===== src/hdl/sipr_pkg.sv =====
// Package with register map, field positions, reset values and carriers for the ingress register bank.
package sipr_pkg;
  localparam logic [15:0] VLAN_CMD_STS_ADDR = 16'h1810;
  localparam logic [15:0] TBL_CMD_ADDR      = 16'h1811;
  localparam logic [15:0] TBL_WR_DATA_ADDR  = 16'h1812;
  localparam logic [15:0] TBL_RD_DATA_ADDR  = 16'h1813;
  localparam logic [15:0] TBL_STS_ADDR      = 16'h1814;
  localparam logic [15:0] GLOBAL_CFG_ADDR   = 16'h1840;

  localparam int PEND_BIT      = 0;
  localparam int DIR_BIT       = 7;
  localparam int ENTRY_MSB     = 5;
  localparam int PRIO_MSB      = 2;
  localparam int CFG_MSB       = 15;
  localparam int IGNORE_VID    = 15;
  localparam int TAG_PRIO_EN   = 14;
  localparam int MON_ECHO      = 13;
  localparam int SNOOP_PORT_HI = 12;
  localparam int SNOOP_PORT_LO = 10;
  localparam int IP_PRIO_EN    = 9;
  localparam int SNOOP_EN      = 7;
  localparam int CNT_TEST      = 6;
  localparam int DEST_OVERRIDE = 5;
  localparam int MCAST_FILTER  = 4;
  localparam int UCAST_FILTER  = 3;
  localparam int USE_PRECED    = 2;
  localparam int TAG_OVER_IP   = 1;
  localparam int VLAN_EN       = 0;

  localparam logic [15:0] GLOBAL_CFG_RESET = 16'h0006;
  localparam logic [7:0]  TBL_CMD_RESET    = 8'h00;
  localparam logic [2:0]  WR_DATA_RESET    = 3'h0;
  localparam logic [31:0] CNT_TEST_VALUE   = 32'h7FFF_FFFC;
  localparam logic [31:0] CNT_CLEAR_VALUE  = 32'h0000_0000;
  localparam logic [31:0] UNMAPPED_VALUE   = 32'h0000_0000;
  localparam int          TBL_DEPTH        = 64;

  typedef enum logic [1:0] {
    TBL_IDLE   = 2'b00,
    TBL_LAUNCH = 2'b01,
    TBL_EXEC   = 2'b11
  } sipr_tbl_state_t;

  typedef struct packed {
    logic        tag_valid;
    logic [2:0]  tag_prio;
    logic [11:0] tag_vid;
    logic [11:0] port_default_vlan_id;
    logic [2:0]  port_default_prio;
    logic        ip_valid;
    logic        ip_is_v4;
    logic [7:0]  tos;
    logic        dest_prio_en;
    logic [2:0]  dest_prio;
    logic        dest_found;
    logic        dest_mcast;
    logic        dest_bcast;
    logic        is_group_snoop;
    logic [2:0]  src_port_map;
    logic [2:0]  dest_port_map;
  } sipr_pkt_t;

  typedef struct packed {
    logic        valid;
    logic [2:0]  queue_prio;
    logic [11:0] vid;
    logic        vlan_rules_en;
    logic        drop;
    logic [2:0]  port_map;
  } sipr_decision_t;
endpackage


===== src/hdl/sipr_regs.sv =====
// Register bank, priority table and ingress decision logic of the switch engine.
//
// Contract
// VLAN command status bit 0 pends while a VLAN table command runs.
// Each command register write launches one table access; a write while an access runs is ignored.
// Command bit 7 selects read (1) or write (0); resets to 0.
// Command bits 5:0 pick the table entry; bit 6 is reserved.
// Reads set table pending until fetched; host waits before reading data.
// Host loads write data before command, then polls pending.
// Write data bits 2:0 hold the priority to store; reset 000b.
// Read data bits 2:0 show fetched priority after a read; read-only.
// Table contents are not reset; host writes every entry first.
// Bit 15 ignores tag VID and uses port default VID.
// Bit 14 makes tag priority a queue choice.
// Bit 13 allows monitored packets back to their source port.
// Bits 12:10 are the snoop destination port bitmap.
// Bit 7 detects IGMP packets and forwards them to the bitmap.
// Bit 9 makes IPv4 TOS or IPv6 SC a queue choice.
// Bit 6 makes read-cleared counters load 7FFF_FFFCh instead.
// Bit 5 lets an enabled destination entry priority override all.
// Bit 4 drops unknown multicast; broadcast is exempt.
// Bit 3 drops unknown unicast destinations.
// Bit 2 picks TOS precedence (1) or table (0); resets 1.
// Bit 1 ranks tag priority above IP priority; resets 1.
// Bit 0 enables VLAN ingress rules; resets 0.
// Pending sets in the cycle after the command write.
`timescale 1ns/10ps
`default_nettype none
module sipr_regs (
  input  wire logic                    I_CORE_CLK,
  input  wire logic                    I_RESET_N,
  input  wire logic                    I_REG_WR,
  input  wire logic                    I_REG_RD,
  input  wire logic [15:0]             I_REG_ADDR,
  input  wire logic [31:0]             I_REG_WDATA,
  output logic      [31:0]             O_REG_RDATA,
  input  wire logic                    I_VLAN_CMD_START,
  input  wire logic                    I_VLAN_CMD_DONE,
  input  wire logic                    I_PKT_VALID,
  input  wire sipr_pkg::sipr_pkt_t     I_PKT,
  output sipr_pkg::sipr_decision_t     O_DECISION,
  output logic      [31:0]             O_COUNTER_READ_LOAD
);
  import sipr_pkg::*;

  // Register state.
  logic [15:0]     global_cfg;
  logic [15:0]     next_global_cfg;
  logic [7:0]      tbl_cmd;
  logic [7:0]      next_tbl_cmd;
  logic [2:0]      wr_data;
  logic [2:0]      next_wr_data;
  logic [2:0]      rd_data;
  logic [2:0]      next_rd_data;
  logic            vlan_pend;
  logic            next_vlan_pend;
  logic [31:0]     rdata;
  logic [31:0]     next_rdata;
  sipr_tbl_state_t tbl_state;
  sipr_tbl_state_t next_tbl_state;
  logic            tbl_pend;
  logic            tbl_we;
  logic            cmd_write;

  // Priority table, deliberately left without reset.
  logic [2:0]      prio_table [TBL_DEPTH];

  // Decision pipeline.
  sipr_decision_t  decision;
  sipr_decision_t  next_decision;

  // Per-port masks that keep a packet off its own source port.
  localparam int   NUM_PORTS = 3;
  logic [2:0]      fwd_mask;
  logic [2:0]      echo_mask;

  function automatic logic addr_hit(input logic [15:0] a, input logic [15:0] reg_addr);
    addr_hit = (a == reg_addr);
  endfunction

  // A one-bit status flag in bit 0 of an otherwise zero word.
  function automatic logic [31:0] status_word(input logic flag);
    status_word = {31'h0000_0000, flag};
  endfunction

  // A three-bit priority field in the low bits of an otherwise zero word.
  function automatic logic [31:0] prio_word(input logic [2:0] prio);
    prio_word = {29'h0000_0000, prio};
  endfunction

  // The status flag is the sequencer being away from idle, so it rises the cycle after the write.
  assign tbl_pend  = (tbl_state != TBL_IDLE);
  assign cmd_write = I_REG_WR && addr_hit(I_REG_ADDR, TBL_CMD_ADDR) && !tbl_pend;

  // A port bit is cleared when the packet came in on that port; echo lifts this for snooped packets.
  for (genvar p = 0; p < NUM_PORTS; p++)
  begin : g_port_mask
    assign fwd_mask[p]  = !I_PKT.src_port_map[p];
    assign echo_mask[p] = global_cfg[MON_ECHO] || !I_PKT.src_port_map[p];
  end

  // Register writes. A command write while a table access runs is ignored.
  always_comb
  begin
    next_global_cfg = global_cfg;
    next_tbl_cmd    = tbl_cmd;
    next_wr_data    = wr_data;
    if (I_REG_WR && addr_hit(I_REG_ADDR, GLOBAL_CFG_ADDR))
    begin
      next_global_cfg = I_REG_WDATA[CFG_MSB:0];
    end
    if (cmd_write)
    begin
      next_tbl_cmd = {I_REG_WDATA[DIR_BIT], 1'b0, I_REG_WDATA[ENTRY_MSB:0]};
    end
    if (I_REG_WR && addr_hit(I_REG_ADDR, TBL_WR_DATA_ADDR))
    begin
      next_wr_data = I_REG_WDATA[PRIO_MSB:0];
    end
  end

  // Host-visible configuration registers.
  always_ff @(posedge I_CORE_CLK)
  begin
    if (!I_RESET_N)
    begin
      global_cfg <= GLOBAL_CFG_RESET;
      tbl_cmd    <= TBL_CMD_RESET;
      wr_data    <= WR_DATA_RESET;
    end
    else
    begin
      global_cfg <= next_global_cfg;
      tbl_cmd    <= next_tbl_cmd;
      wr_data    <= next_wr_data;
    end
  end

  // VLAN command pending flag; a start in the same cycle as a done keeps it set.
  always_comb
  begin
    next_vlan_pend = vlan_pend;
    if (I_VLAN_CMD_DONE)
    begin
      next_vlan_pend = 1'b0;
    end
    if (I_VLAN_CMD_START)
    begin
      next_vlan_pend = 1'b1;
    end
  end

  // VLAN command pending flag register.
  always_ff @(posedge I_CORE_CLK)
  begin
    if (!I_RESET_N)
    begin
      vlan_pend <= 1'b0;
    end
    else
    begin
      vlan_pend <= next_vlan_pend;
    end
  end

  // Table access timing, counted from the edge that takes the command write:
  // at that edge the sequencer leaves idle and the status flag reads 1,
  // the next edge moves it to execute, and the edge after that writes the entry
  // or captures the read data and returns to idle, when the flag reads 0 again.
  // A host that polls the status register right after the write never sees a stale 0.
  // Table access sequencer: launch, execute, return to idle.
  always_comb
  begin
    next_tbl_state = tbl_state;
    next_rd_data   = rd_data;
    tbl_we         = 1'b0;
    case (tbl_state)
      TBL_IDLE:
      begin
        if (cmd_write)
        begin
          next_tbl_state = TBL_LAUNCH;
        end
      end
      TBL_LAUNCH:
      begin
        next_tbl_state = TBL_EXEC;
      end
      TBL_EXEC:
      begin
        if (tbl_cmd[DIR_BIT])
        begin
          next_rd_data = prio_table[tbl_cmd[ENTRY_MSB:0]];
        end
        else
        begin
          tbl_we = 1'b1;
        end
        next_tbl_state = TBL_IDLE;
      end
      default:
      begin
        next_tbl_state = TBL_IDLE;
      end
    endcase
  end

  // Sequencer state and the entry captured by a table read.
  always_ff @(posedge I_CORE_CLK)
  begin
    if (!I_RESET_N)
    begin
      tbl_state <= TBL_IDLE;
      rd_data   <= WR_DATA_RESET;
    end
    else
    begin
      tbl_state <= next_tbl_state;
      rd_data   <= next_rd_data;
    end
  end

  // Register read mux; unmapped addresses read as zero.
  // A read in the same cycle as a write returns the value from before the write.
  always_comb
  begin
    next_rdata = rdata;
    if (I_REG_RD)
    begin
      case (I_REG_ADDR)
        VLAN_CMD_STS_ADDR:
        begin
          next_rdata = status_word(vlan_pend);
        end
        TBL_CMD_ADDR:
        begin
          next_rdata = {24'h00_0000, tbl_cmd};
        end
        TBL_WR_DATA_ADDR:
        begin
          next_rdata = prio_word(wr_data);
        end
        TBL_RD_DATA_ADDR:
        begin
          next_rdata = prio_word(rd_data);
        end
        TBL_STS_ADDR:
        begin
          next_rdata = status_word(tbl_pend);
        end
        GLOBAL_CFG_ADDR:
        begin
          next_rdata = {16'h0000, global_cfg};
        end
        default:
        begin
          next_rdata = UNMAPPED_VALUE;
        end
      endcase
    end
  end

  // Read data register; it holds the last value read until the next read.
  always_ff @(posedge I_CORE_CLK)
  begin
    if (!I_RESET_N)
    begin
      rdata <= UNMAPPED_VALUE;
    end
    else
    begin
      rdata <= next_rdata;
    end
  end

  // Ingress decision for one packet, registered one cycle later.
  always_comb
  begin
    logic [2:0] ip_prio;
    logic       tag_ok;
    logic       ip_ok;
    logic       unknown_mcast;
    logic       unknown_ucast;
    logic [2:0] ports;
    ip_prio       = 3'h0;
    tag_ok        = 1'b0;
    ip_ok         = 1'b0;
    unknown_mcast = 1'b0;
    unknown_ucast = 1'b0;
    ports         = 3'h0;
    next_decision = '0;
    next_decision.valid = I_PKT_VALID;

    if (I_PKT.ip_is_v4 && global_cfg[USE_PRECED])
    begin
      ip_prio = I_PKT.tos[7:5];
    end
    else
    begin
      ip_prio = prio_table[I_PKT.tos[7:2]];
    end
    tag_ok = global_cfg[TAG_PRIO_EN] && I_PKT.tag_valid;
    ip_ok  = global_cfg[IP_PRIO_EN] && I_PKT.ip_valid;

    // Sources in falling rank: an enabled destination entry, then tag or IP priority as
    // ranked by the tag-over-IP bit, then the port default. IPv6 packets always use the
    // table because they carry no precedence field.
    if (global_cfg[DEST_OVERRIDE] && I_PKT.dest_prio_en)
    begin
      next_decision.queue_prio = I_PKT.dest_prio;
    end
    else if (tag_ok && (global_cfg[TAG_OVER_IP] || !ip_ok))
    begin
      next_decision.queue_prio = I_PKT.tag_prio;
    end
    else if (ip_ok)
    begin
      next_decision.queue_prio = ip_prio;
    end
    else
    begin
      next_decision.queue_prio = I_PKT.port_default_prio;
    end

    next_decision.vlan_rules_en = global_cfg[VLAN_EN];
    if (global_cfg[IGNORE_VID] || !I_PKT.tag_valid)
    begin
      next_decision.vid = I_PKT.port_default_vlan_id;
    end
    else
    begin
      next_decision.vid = I_PKT.tag_vid;
    end

    unknown_mcast = I_PKT.dest_mcast && !I_PKT.dest_bcast && !I_PKT.dest_found;
    unknown_ucast = !I_PKT.dest_mcast && !I_PKT.dest_bcast && !I_PKT.dest_found;

    if (global_cfg[SNOOP_EN] && I_PKT.is_group_snoop)
    begin
      ports = global_cfg[SNOOP_PORT_HI:SNOOP_PORT_LO] & echo_mask;
    end
    else
    begin
      ports = I_PKT.dest_port_map & fwd_mask;
      next_decision.drop = (global_cfg[MCAST_FILTER] && unknown_mcast)
                         || (global_cfg[UCAST_FILTER] && unknown_ucast);
    end
    next_decision.port_map = next_decision.drop ? 3'h0 : ports;
  end

  // Decision register; it stands for one cycle and is recomputed at every edge.
  always_ff @(posedge I_CORE_CLK)
  begin
    if (!I_RESET_N)
    begin
      decision <= '0;
    end
    else
    begin
      decision <= next_decision;
    end
  end

  // The table keeps whatever it held across reset.
  always_ff @(posedge I_CORE_CLK)
  begin
    if (tbl_we)
    begin
      prio_table[tbl_cmd[ENTRY_MSB:0]] <= wr_data;
    end
  end

  assign O_REG_RDATA         = rdata;
  assign O_DECISION          = decision;
  assign O_COUNTER_READ_LOAD = global_cfg[CNT_TEST] ? CNT_TEST_VALUE : CNT_CLEAR_VALUE;
endmodule
`default_nettype wire


===== config.mk =====
export PLATFORM = sky130hd
export DESIGN_NAME = sipr_regs
export DESIGN_NICKNAME = d
export VERILOG_FILES = /design/src/hdl/sipr_pkg.sv /design/src/hdl/sipr_regs.sv
export SDC_FILE = /design/constraint.sdc
export NUM_CORES = 1
export LEC_CHECK = 0
export BUFFER_PORTS_ARGS = -buffer_cell sky130_fd_sc_hd__buf_2
export CORE_ASPECT_RATIO = 2
export CORE_MARGIN = 2
export CORE_UTILIZATION = 30
export CTS_CLUSTER_DIAMETER = 30
export DETAILED_ROUTE_END_ITERATION = 16
export PLACE_DENSITY = 0.56
export SLEW_MARGIN = 20
export SYNTH_ARGS = -nofsm -noshare
export SYNTH_HDL_FRONTEND = slang
export SYNTH_SLANG_ARGS = --single-unit

===== constraint.sdc =====
create_clock -name I_CORE_CLK -period 2.7 [get_ports I_CORE_CLK]
set_input_delay 0.135 -clock I_CORE_CLK [delete_from_list [all_inputs] [get_ports I_CORE_CLK]]
set_output_delay 0.135 -clock I_CORE_CLK [all_outputs]
set_load 0.02 [all_outputs]

### Word-level counts from Yosys, hierarchy flattened

Memory sizes are Yosys's and may differ from the RTL's. A register that Yosys moved wholly into a read port is not among the register bits.
Cells that the tools add are included.
Widths: inputs -> output; s select.

* bits of input ports: 110
* output and inout port bits: 85
* memories kept: 1
* bits in writable memories: 192
* flip-flop bits (word level): 82
* logic and storage cells: 79

* eq/ne operators: 9
* bitwise operators: 3
* multiplexer cells: 17
* reduce and logical (&&, ||, !) cells: 37

Memory list
* prio_table: depth 64, bits a word 3, read ports 2, clocked after memory_dff 1, wr ports 1, RTL line sipr_regs.sv:66 `logic [2:0] prio_table [TBL_DEPTH];`

Operators with widths (number)
* $eq 16x13->1 const B: 6
* $pmux 16 s6: 1
* $mux 31: 1
* $logic_and 1x1->1: 16
* $mux 3: 5
* $mux 12: 1
* $logic_not 1->1: 10
* $mux 1: 7
* $and 3x3->3: 2
* $logic_or 1x1->1: 6
* $pmux 2 s2: 1
* $reduce_bool 2->1: 2
* $eq 2x1->1 const B: 1
* $eq 2x2->1 const B: 1
* $logic_not 2->1: 1
* $mux 2: 1
* $ne 2x2->1 const B: 1
* $reduce_and 2->1: 1
* $reduce_or 2->1: 1
* $not 1->1: 1

### Logic depth before layout (Yosys ltp)

* word-level depth: 7
* depth in mapped cells: 9
* gate-level depth less buffers: 6

### Least setup slack after synthesis

OpenSTA, ideal clock, no wires.

* kind: flip-flop to flip-flop
* start point: register tbl_cmd[2]
* end point: memory prio_table[46][0], enable pin
* setup time: 0.321 ns
* clock period less this slack: 2.041 ns
* path slack: 0.659 ns
* arrival: 1.720 ns
* buffers on the path: 2
* cell stages (with the launch flop): 7
* required time: 2.379 ns
* cell sequence: dfxtp_1 -> buf_2 -> buf_2 -> clkinv_1 -> nor3_1 -> nand2_1 -> nor2_1

RTL lines
* start: declaration: RTL line sipr_regs.sv:49 `logic [7:0] tbl_cmd;`
* start signal: assignment: RTL line sipr_regs.sv:134 `tbl_cmd <= next_tbl_cmd;`
* end: declaration: RTL line sipr_regs.sv:66

Straight into the memory's write port.

==> metrics.md <==
| Metric | Value |
|---|---|
| Status | `completed` |
| H-tree depth | `1` |
| Commonest non-fill, non-tap cell in the layout | `edfxtp_1` |
| Wirelength, routed | `42.4 mm` |
| Yosys top cell by area | `edfxtp_1` |
| GR Overflow Total | `0` |
| Fin util | `38.2%` |
| Seq/Total Area, Yosys | `a little under three fifths` |
| Met2 global-route usage | `35.9%` |
| Post-synth EDFFs | `roughly 190` |
| Initial DRC Count | `794` |
| Final Cycle Share | `94.0%` |
| Post-synthesis mux area share | `16.7%` |
| Synth Register Bits | `261` |
| Setup Fix Bufs, Post-CTS | `0` |
| Top cells by area, synth | `edfxtp_1 (45%), dfxtp_1 (11%), mux4_2 (10%)` |
| CTS tree | `built` |
| Die Area | `between 40,000 and 50,000 µm²` |
| WL/cell | `between 20 and 25 µm` |
| Yosys cell types | `65` |
| Die X | `149 µm` |
| Clock skew | `0.0119 ns` |
| GRT met1 Usage | `17.4%` |
| Max_cap viols | `0` |
| Internal power | `0.00673 W` |
| Sw Ratio | `23.7%` |
| CTS Sinks | `261` |
| Fraction of layout cells with a size suffix above 1 | `31.6%` |
| Vias per cell | `5.25` |
| Synth Area in Adders | `0%` |
| GR Util All Layers | `19.0%` |
| P&R area growth vs syn | `25.7%` |
| Pin count of the biggest net entering global routing | `45` |
| Largest family of logic cells by synthesized area | `multiplexers` |
| Main synth FF type | `edfxtp_1` |
| Maximum clock rate | `394 MHz` |
| Buffers on Ports | `between 150 and 200` |
| Vias | `roughly 9,600` |
| Worst path required time | `3.16 ns` |
| Die height | `between 200 and 300 µm` |
| GR peak layer | `met2` |
| # DRC | `0` |
| Setup TNS | `0 ns` |
| Clock latency at the later pin of the worst-skew pair | `a little under 0.6 ns` |
| Nets@finish | `1,376` |
| Detail Route Antenna Nets | `0` |
| I/O pin count | `around 200` |
| XOR/XNOR Fraction of Synth Area | `0%` |
| Post-synth top area share | `45.4%` |
| Clock Tree Buf Depth | `3` |
| Startpoint Class | `register` |
| First-pass GRT wire length | `61.3 mm` |
| Post-synthesis cell area | `roughly 13,000 µm²` |
| M3 GR Usage | `2.72%` |
| Core Footprint | `41,800 µm²` |
| Final setup violating endpoints | `0` |
| Initial Utilization | `30.4%` |
| Leakage | `5.39 nW` |
| Max-slew violations | `0` |
| Worst-path clk slew | `0.06 ns` |
| Comb power frac | `5.3%` |
| Hold Path Class | `in -> reg` |
| Clk pwr share | `46.3%` |
| Power Density | `553 nW/µm²` |
| Fraction of registers with async set or reset after synthesis | `0%` |
| Drt pass-1 iters | `8` |
| Commonest non-fill, non-tap cells in the layout | `edfxtp_1 (192), buf_2 (157), nor2_1 (104)` |
| Vias in the first global route | `9,880` |
| Cts repair resizes | `0` |
| Worst-path maximum fanout | `2` |
| Num CTS Buffers | `29` |
| Simple-gate share of the synthesized area | `11.0%` |
| Initial antenna violation count | `3` |
| Root buffer cell | `clkbuf_16` |
| Critical Path AT | `3.00 ns` |
| Worst Setup Path Type | `reg -> reg` |
| Cells after Synth | `1,017` |
| Worst-margin pin slew | `0.824 ns` |
| Minimum clock period | `2.54 ns` |
| FP Rows | `about 110` |
| RSZ-0062 raised after global routing | `false` |
| Post-Syn Area per Cell | `12.5 µm²` |
| Rel. slew slack | `45.0%` |
| Peak VDD IR | `about 0.5 mV` |
| Switching power | `about 0.0021 W` |
| Critical Path End Type | `register` |
| CTS hold repair buffers | `69` |
| Seq pwr share | `48.4%` |
| Final hold vios | `0` |
| Post-synthesis compound-gate area fraction | `roughly 10%` |
| Gpl congestion | `0.952` |
| Synth warn | `0` |
| Post-detail-place hpwl | `31.5 mm` |
| Diodes inserted | `0` |
[power groups by stage]
stage | registers, W | logic (W) | clock network, W
after floorplan | 0.00438 | 0.000224 | 0
after global placement | 0.00436 | 0.000385 | 0
after detailed placement | 0.00435 | 0.000388 | 0
after CTS | 0.00427 | 0.000466 | 0.00414
after global routing | 0.00427 | 0.000502 | 0.00428
final | 0.00427 | 0.000471 | 0.00408
[through the flow]
step / total power [W] / std cells / hold slack [ns] / setup WS [ns] / cell area (µm²)
after floorplan: 0.00460 / 1035 / 0.252 / 0.659 / 12800
after global placement: 0.00474 / 1706 / 0.346 / 0.292 / 14300
after detailed placement: 0.00474 / 1706 / 0.344 / 0.283 / 14300
after CTS: 0.00888 / 1829 / 0.0161 / 0.176 / 16000
after global routing: 0.00905 / 1829 / 0.0666 / 0.0811 / 16000
final: 0.00882 / 1829 / 0.0617 / 0.161 / 16000
[sequential cells by signal, indices dropped and copies added, names as in the netlist]
| register | cells |
|---|---|
| tbl_state | 2 |
| global_cfg | 16 |
| vlan_pend | 1 |
| tbl_cmd | 7 |
| O_REG_RDATA | 16 |
| wr_data | 3 |
| O_DECISION | 21 |
| rd_data | 3 |
| prio_table | 192 |
[area by class of cell]
| type | count | area (µm²) |
|---|---|---|
| clock buffers | 31 | 733 |
| flip-flops and latches | 261 | 7150 |
| clock inverters | 23 | 267 |
| fillers | 3984 | 25800 |
| well taps | 540 | 676 |
| inverters | 9 | 33.8 |
| multi-input cells | 650 | 4890 |
| repair buffers | 315 | 2210 |
[cell families (layout without fill, tap and decap cells)]
group,Yosys count,count (layout)
AO/OA/AOI/OAI,191,191
buffers and inverters,124,378
flip-flops,261,261
multiplexers,137,137
other,1,19
AND/OR/NAND/NOR,303,303
[synthesized netlist by cell type, drive strengths merged, types with 2 or more instances]
master	n
o211ai	5
a211oi	7
and2	7
a2111oi	3
a22o	3
a22oi	24
buf	85
a21oi	63
nand3	28
nand3b	5
nand4	5
clkbuf	30
o22ai	5
or3	2
edfxtp	192
a31oi	7
dfxtp	69
nor3b	3
nor2	104
o221ai	3
nor2b	14
nand2b	13
o2bb2ai	3
clkinv	2
mux2i	57
a32oi	3
o21ai	27
mux4	58
mux2	22
o21bai	3
nor3	10
o2111ai	5
o211a	2
a222oi	5
and3	2
nand2	102
inv	7
a221oi	12
and4b	2
or3b	2
[final timing paths]
check	from	endpoint	slack, ns	depth (start not counted)
max reg2reg	prio_table[47][2]	O_DECISION[19]	0.16	7
min	I_PKT[52]	O_DECISION[18]	0.06	4
max	prio_table[47][2]	O_DECISION[19]	0.16	7
min reg2reg	O_REG_RDATA[7]	O_REG_RDATA[7]	0.46	2
[routing by layer]
| metal | routed length, µm | vias up |
|---|---|---|
| met3 | 2540 | 150 |
| met1 | 13000 | 4686 |
| met5 | 38 | - |
| met4 | 4000 | 6 |
| met2 | 22800 | 459 |
| li1 | - | 4310 |
[worst max-delay path: stages, from the launching register on]
cell,delay [ns]
edfxtp_1,0.41
mux4_2,0.48
mux2_2,0.32
a221oi_1,0.28
nand2_1,0.12
nand4_1,0.15
a31oi_1,0.10
dlygate4sd3_1,0.57
(Power assumes the default switching activity.)
